<file path="config.mk">
export PLATFORM = sky130hd
export DESIGN_NAME = ofd_decoder
export DESIGN_NICKNAME = d
export VERILOG_FILES = /design/src/hdl/ofd_pkg.sv /design/src/hdl/ofd_cond_eval.sv /design/src/hdl/ofd_decoder.sv
export SDC_FILE = /design/constraint.sdc
export NUM_CORES = 1
export LEC_CHECK = 0
export BUFFER_PORTS_ARGS = -buffer_cell sky130_fd_sc_hd__buf_2
export CAP_MARGIN = 15
export CELL_PAD_IN_SITES_DETAIL_PLACEMENT = 1
export CELL_PAD_IN_SITES_GLOBAL_PLACEMENT = 2
export CORE_UTILIZATION = 36
export DETAILED_ROUTE_END_ITERATION = 12
export GPL_ROUTABILITY_DRIVEN = 0
export PLACE_DENSITY_LB_ADDON = 0.1
export SLEW_MARGIN = 40
export SYNTH_ARGS = -nofsm -noshare
export SYNTH_HDL_FRONTEND = slang
export SYNTH_HIERARCHICAL = 1
export SYNTH_SLANG_ARGS = --single-unit
</file>
<file path="constraint.sdc">
create_clock -name clk -period 2.35 [get_ports clk]
set_input_delay 0.235 -clock clk [delete_from_list [all_inputs] [get_ports clk]]
set_output_delay 0.235 -clock clk [all_outputs]
set_load 0.01 [all_outputs]
</file>
<file path="src/hdl/ofd_pkg.sv">
/*
 Constants for the operand field decoder: register field codes,
 condition codes, control register selectors and the register map.
 Assumes a single clock domain and a 32-bit Avalon-MM slave port.
*/
package ofd_pkg;
   localparam logic [3:0] OFD_CC_NEVER   = 4'h0;
   localparam logic [3:0] OFD_CC_ALWAYS  = 4'h8;
   localparam logic [3:0] OFD_CC_ZERO    = 4'h6;
   localparam logic [3:0] OFD_CC_NZERO   = 4'he;
   localparam logic [3:0] OFD_CC_CARRY   = 4'h7;
   localparam logic [3:0] OFD_CC_NCARRY  = 4'hf;

   // Register map, byte addresses
   localparam logic [3:0] OFD_ADDR_OPER  = 4'h0;
   localparam logic [3:0] OFD_ADDR_DEC   = 4'h4;
   localparam logic [3:0] OFD_ADDR_CTL   = 4'h8;
   localparam logic [3:0] OFD_ADDR_ID    = 4'hc;
   localparam logic [31:0] OFD_ID_VALUE  = 32'h0000_0a5c; // Arbitrary
   localparam logic [31:0] OFD_OPER_RST  = 32'h0000_0000;
   localparam logic [31:0] OFD_CTL_RST   = 32'h0000_0000;

   // Operand register fields
   localparam int OFD_OP_REG_LSB  = 0;   // 4-bit register field
   localparam int OFD_OP_CC_LSB   = 4;   // 4-bit condition field
   localparam int OFD_OP_CR_LSB   = 8;   // 4-bit control register code
   localparam int OFD_OP_FLG_LSB  = 12;  // 7-bit flag mask C Z S P V D H
   localparam int OFD_CTL_CARRY   = 0;
   localparam int OFD_CTL_ZERO    = 1;
   localparam int OFD_CTL_NONSEG  = 2;

   typedef enum logic [3:0] {
      OFD_CR_FLAGS     = 4'h0,
      OFD_CR_FCW       = 4'h1,
      OFD_CR_REFRESH   = 4'h2,
      OFD_CR_STATUS_AREA_POINTER      = 4'h3,
      OFD_CR_STATUS_AREA_POINTER_SEG  = 4'h4,
      OFD_CR_STATUS_AREA_POINTER_OFF  = 4'h5,
      OFD_CR_NSP       = 4'h6,
      OFD_CR_NSP_SEG   = 4'h7,
      OFD_CR_NSP_OFF   = 4'h8
   } ofd_cr_e;

   // Flag mask bit positions
   localparam int OFD_FLG_D = 5;
   localparam int OFD_FLG_H = 6;

   typedef enum logic [1:0] {
      OFD_IDLE = 2'b00,
      OFD_ACK  = 2'b01
   } ofd_bus_e;
endpackage

</file>
<file path="src/hdl/ofd_cond_eval.sv">
/*
 Combinational condition evaluator of the operand field decoder.
 Assumes carry and zero flags stable in the cycle they are read.
*/
module ofd_cond_eval
   import ofd_pkg::*;
(
   input  wire logic [3:0] cond_code,
   input  wire logic       carry_flag,
   input  wire logic       zero_flag,
   output logic            cond_true,
   output logic            cond_known
);
   always_comb begin
      cond_true  = 1'b0;
      cond_known = 1'b1;
      case (cond_code)
         OFD_CC_NEVER:  cond_true = 1'b0;
         OFD_CC_ALWAYS: cond_true = 1'b1;
         OFD_CC_ZERO:   cond_true = zero_flag;
         OFD_CC_NZERO:  cond_true = ~zero_flag;
         OFD_CC_CARRY:  cond_true = carry_flag;
         OFD_CC_NCARRY: cond_true = ~carry_flag;
         default:       cond_known = 1'b0;
      endcase
   end
endmodule

</file>
<file path="src/hdl/ofd_decoder.sv">
/*
 Operand field decoder: register field, condition field and control
 register selector decode, reached over an Avalon-MM slave.
 Assumes one clock, synchronous active-low reset, a well-behaved master.
*/
// The address map and register access over Avalon-MM were decided locally.
// Operation
// - Word code selects word n; byte codes 0-7 high, 8-15 low bytes.
// - Pair uses even code; quad valid only for 0, 4, 8, 12.
// - Condition 0000 never true, 1000 always true.
// - Condition 0110 true on zero set, 1110 on zero clear.
// - Condition 0111 true on carry set, 1111 on carry clear.
// - Nonsegmented: status area pointer maps to its offset register.
// - Nonsegmented: normal stack pointer maps to its offset register.
// - Control selector distinguishes the nine control register names.
module ofd_decoder
   import ofd_pkg::*;
(
   input  wire logic        clk,
   input  wire logic        rst_n,
   input  wire logic [3:0]  avs_address,
   input  wire logic        avs_read,
   input  wire logic        avs_write,
   input  wire logic [31:0] avs_writedata,
   input  wire logic [3:0]  avs_byteenable,
   output logic [31:0]      avs_readdata,
   output logic             avs_waitrequest,
   output logic             avs_response_err,
   output logic             cond_true
);
   logic [31:0] oper_q;
   logic [31:0] ctl_q;
   logic [31:0] rdata_q;
   logic        err_q;
   ofd_bus_e    bus_q;
   ofd_bus_e    bus_d;

   // Byte-lane merge, used for both writable registers
   function automatic logic [31:0] merge(input logic [31:0] old,
                                         input logic [31:0] wd,
                                         input logic [3:0]  be);
      logic [31:0] r;
      r = old;
      for (int i = 0; i < 4; i++) begin
         if (be[i]) begin
            r[i*8 +: 8] = wd[i*8 +: 8];
         end
      end
      return r;
   endfunction

   // Operand fields and the nonsegmented mode bit
   wire logic [3:0] reg_fld  = oper_q[OFD_OP_REG_LSB +: 4];
   wire logic [3:0] cc_fld   = oper_q[OFD_OP_CC_LSB +: 4];
   wire logic [3:0] cr_fld   = oper_q[OFD_OP_CR_LSB +: 4];
   wire logic [6:0] flg_fld  = oper_q[OFD_OP_FLG_LSB +: 7];
   wire logic       nonseg   = ctl_q[OFD_CTL_NONSEG];

   // Register field decode
   wire logic [3:0] word_idx      = reg_fld;
   wire logic       byte_is_low   = reg_fld[3];
   wire logic [2:0] byte_word     = reg_fld[2:0];
   wire logic [3:0] pair_base     = {reg_fld[3:1], 1'b0};
   wire logic       pair_valid    = ~reg_fld[0];
   wire logic [3:0] quad_base     = {reg_fld[3:2], 2'b00};
   wire logic       quad_valid    = (reg_fld[1:0] == 2'b00);

   // Condition evaluation, combinational
   logic cond_known;
   ofd_cond_eval u_cond (
      .cond_code  (cc_fld),
      .carry_flag (ctl_q[OFD_CTL_CARRY]),
      .zero_flag  (ctl_q[OFD_CTL_ZERO]),
      .cond_true  (cond_true),
      .cond_known (cond_known)
   );

   // Control register selector
   wire logic       cr_valid = (cr_fld <= OFD_CR_NSP_OFF);
   wire logic [3:0] cr_eff   =
      (nonseg && cr_fld == OFD_CR_STATUS_AREA_POINTER) ? OFD_CR_STATUS_AREA_POINTER_OFF :
      (nonseg && cr_fld == OFD_CR_NSP)  ? OFD_CR_NSP_OFF  :
      cr_fld;

   // Flag operand check: D and H are refused
   wire logic flg_illegal =
      flg_fld[OFD_FLG_D] | flg_fld[OFD_FLG_H];

   // Packed decode results, read only
   wire logic [31:0] dec_word = {7'h00, flg_illegal, cond_known,
                                 cr_valid, cr_eff, quad_valid,
                                 quad_base, pair_valid, pair_base,
                                 byte_is_low, byte_word, word_idx};

   // Bus decode
   wire logic hit_oper = (avs_address == OFD_ADDR_OPER);
   wire logic hit_dec  = (avs_address == OFD_ADDR_DEC);
   wire logic hit_ctl  = (avs_address == OFD_ADDR_CTL);
   wire logic hit_id   = (avs_address == OFD_ADDR_ID);
   wire logic req      = avs_read | avs_write;
   wire logic take     = req && (bus_q == OFD_ACK);
   wire logic [31:0] rmux =
      hit_oper ? oper_q :
      hit_dec  ? {dec_word[31:1], dec_word[0]} :
      hit_ctl  ? ctl_q :
      hit_id   ? OFD_ID_VALUE : 32'h0000_0000;
   wire logic unmapped = ~(hit_oper | hit_dec | hit_ctl | hit_id);

   // One wait cycle per access, answer on the second edge
   always_comb begin
      bus_d = bus_q;
      case (bus_q)
         OFD_IDLE: if (req) bus_d = OFD_ACK;
         OFD_ACK:  bus_d = OFD_IDLE;
         default:  bus_d = OFD_IDLE;
      endcase
   end
   assign avs_waitrequest = req && (bus_q != OFD_ACK);
   assign avs_readdata    = rdata_q;
   assign avs_response_err = err_q;

   // Handshake state
   always_ff @(posedge clk) begin
      if (!rst_n) begin
         bus_q <= OFD_IDLE;
      end else begin
         bus_q <= bus_d;
      end
   end

   // Writes land at the edge where waitrequest is low
   always_ff @(posedge clk) begin
      if (!rst_n) begin
         oper_q <= OFD_OPER_RST;
         ctl_q  <= OFD_CTL_RST;
      end else if (avs_write && take) begin
         if (hit_oper) oper_q <= merge(oper_q, avs_writedata, avs_byteenable);
         if (hit_ctl)  ctl_q  <= merge(ctl_q, avs_writedata, avs_byteenable);
      end
   end

   // Read data and error latched at the request edge
   always_ff @(posedge clk) begin
      if (!rst_n) begin
         rdata_q <= 32'h0000_0000;
         err_q   <= 1'b0;
      end else begin
         rdata_q <= (avs_read && bus_q == OFD_IDLE) ? rmux : rdata_q;
         err_q   <= (req && bus_q == OFD_IDLE) ? unmapped : err_q;
      end
   end
endmodule

</file>
==> metrics <==
status completed; CTS tree yes; Top delay family on crit path simple AND/OR/NAND/NOR gates; CP Buf/Inv Count 1; Worst-Margin Slew 0.689 ns; reg-to-reg slack, setup 0.51 ns; Num CTS Buffers 9; ANT cells 0; clk sinks 98; Power Total 3.45 mW; post-synthesis xor/xnor area fraction 0.395%; number of synthesized register bits 98; global route overflow 0; worst hold stages 3; # H-tree levels 3; top_reg_cell synth dfxtp_1; Final ANT Viol Nets 0; largest family of logic cells by synthesized area simple AND/OR/NAND/NOR gates; peak supply drop 306 uV; pin count of the biggest net entering global routing 43; CTS Root Cell clkbuf_16; GR Util All Layers 20.8%; Area contributors post-synth dfxtp_1 (44%), mux2i_1 (13%), nor2b_1 (6.9%); GR met2 Demand/Resource 32.9%; Compound-Gate Fraction of Synth Area 16.9%; CP Data Required Time 2.59 ns; Seq/Total Area, Yosys 44.2%; Synth top area share 44.2%; placed cell count 695; Reg-to-Reg End ctl_q[6]; Tcrit/Tclk final 78.5%; Net Count, Synth 527; DRT iter0 DRCs 135; RR Startpoint bus_q[0]; Area after DPL 4980 um^2; hold crit path type in -> reg; Tmin final 1.84 ns; Max FO, Critical Path 9; Post-Synth Adder-Cell Area 0%; cell breakdown of the critical path nand3_2, nor3_4, buf_4, mux2i_1, nor2b_1; Ports 79; Clk Latency, worst-skew pair 0.35 ns; IO buf count 78; CP max stage delay 0.48 ns; DRC violations left 0; Non-Filler Instances 711; Site Rows 40; Final Hold Fails 0; critical path launch point type flip-flop; Rel. slew slack 54.0%; ys async rst share 0%; Mapped Avg Cell Area 9.18 um^2; PD cells 653 nW/um^2; post-route cell area 5280 um^2; R2R cell count 5; Max Fclk 542 MHz; maxcap violations 0; setup TNS 0 ns; Initial Utilization 36.9%; RSZ-0062 raised after global routing no; Resized Gates After CTS 0; # fillers 1436; Mapped Cells 483; Worst Hold Endpoint oper_q[13]; first drt pass iteration count 4; cell with the most instances after synthesis dfxtp_1; Ys Warns 6; nets 603; CTS max path bufs 2; routed vias/inst 5.26; post-CTS setup buffer count 0; Final Max Tran Viols 0; Global Route met1 Usage 28.7%; WL per Instance 17.5 um; GRT met3 Usage 3.21%; layout cells sized above 1 21.6%; skew final 0.00674 ns; global-route wire length before repair 20300 um; hold_buf cts 0; Die Wd 113 um; post-synthesis mux area share 12.9%; gr busiest metal met2; WL final 12400 um; setup violators final 0; crit path DAT 2.08 ns; Hold WS 0.131 ns; Core ar. 12000 um^2; Post-synth top cells dfxtp_1 (98), mux2i_1 (57), nand2_1 (53); hold path startpoint avs_writedata[13]; Layout area overhead 19.1%; vias in the first global route 3826; Mapped Area 4430 um^2; crit end category flip-flop; critical path class reg -> reg; leading area contributor after synthesis dfxtp_1; number of synthesized flops with an enable pin 0; die height 113 um; critical path's slowest cell dfxtp_1; clock-pin slew on the worst setup and hold paths 0.07 ns; hpwl dp 9100 um; die area 12800 um^2; static leakage 2.03 nW; Simple-Gate Fraction of Synth Area 21.5%; vias post-DR 3738; post-synth cell types 44; initial antenna violation count 0
==> layer usage <==
layer | routed length (um) | up-vias
met5 | 0 | -
met4 | 182 | 0
met3 | 419 | 11
met2 | 5610 | 71
met1 | 6230 | 1813
li1 | - | 1843
==> power by group <==
group / total, mW / switching, mW / internal (mW) / leakage, nW
registers: 1.69 / 0.0115 / 1.68 / 0.791
clock network: 1.50 / 0.614 / 0.883 / 0.147
logic: 0.265 / 0.162 / 0.102 / 1.09
total: 3.45 / 0.788 / 2.66 / 2.03
==> layout make-up <==
| class | instances | area, um^2 | share of cell area (%) |
|---|---|---|---|
| clock buffers | 14 | 264 | 5.00 |
| clock inverters | 2 | 35.0 | 0.663 |
| inverters | 5 | 18.8 | 0.355 |
| multi-input cells | 349 | 2290 | 43.4 |
| flip-flops and latches | 98 | 1960 | 37.1 |
| well taps | 147 | 184 | 3.48 |
| repair buffers | 96 | 526 | 9.95 |
==> worst max-delay path by stage <==
stage | start | to | cells past startpoint
after global placement | avs_address[2] | oper_q[4] | 5
final | bus_q[0] | ctl_q[6] | 5
after CTS | bus_q[0] | ctl_q[5] | 5
after floorplan | avs_address[2] | avs_readdata[19] | 6
after global routing | bus_q[0] | ctl_q[6] | 5
after detailed placement | avs_address[2] | oper_q[4] | 5
==> sequential cells by signal, summed over array words and instances, names as in the netlist <==
signal and flops:
avs_readdata 32, avs_response_err 1, bus_q 1, ctl_q 32
oper_q 32
==> per-stage QoR <==
| step | setup WS (ns) | utilization [%] |
|---|---|---|
| 6_report | 0.505 | 44.0 |
| 5_1_grt | 0.370 | 44.0 |
| 4_1_cts | 0.507 | 44.0 |
| 3_5_place_dp | 0.430 | 41.5 |
| 3_3_place_gp | 0.459 | 41.5 |
| 2_1_floorplan | 0.789 | - |
==> layout by cell type, fill, tap and decap left out, types with 4 or more instances in the layout <==
cell type	synthesis	layout
nor3_1	13	13
inv_1	5	5
buf_4	2	18
nand2b_1	4	4
o221ai_1	4	4
a21boi_1	14	14
nand2_1	53	53
o21ai_0	52	52
mux2i_1	57	57
clkbuf_16	0	9
dfxtp_1	98	98
nor2_1	19	19
buf_2	4	78
a21oi_1	26	26
nor2b_1	49	49
a21boi_0	15	15
nor3_4	4	4
and2_1	4	4
==> kinds of logic after synthesis <==
family	after synthesis
buffers and inverters	36
xor gates and xnor gates	2
DFF	98
and+or+nand+nor	166
AOI/OAI and AO/OA	124
muxes	57
==> tightest hold or removal path, stage by stage <==
cell	delay (ns)
buf_2	0.11
nand2_1	0.05
a21boi_1	0.04
No activity file was read; power rests on OpenSTA's default activity.
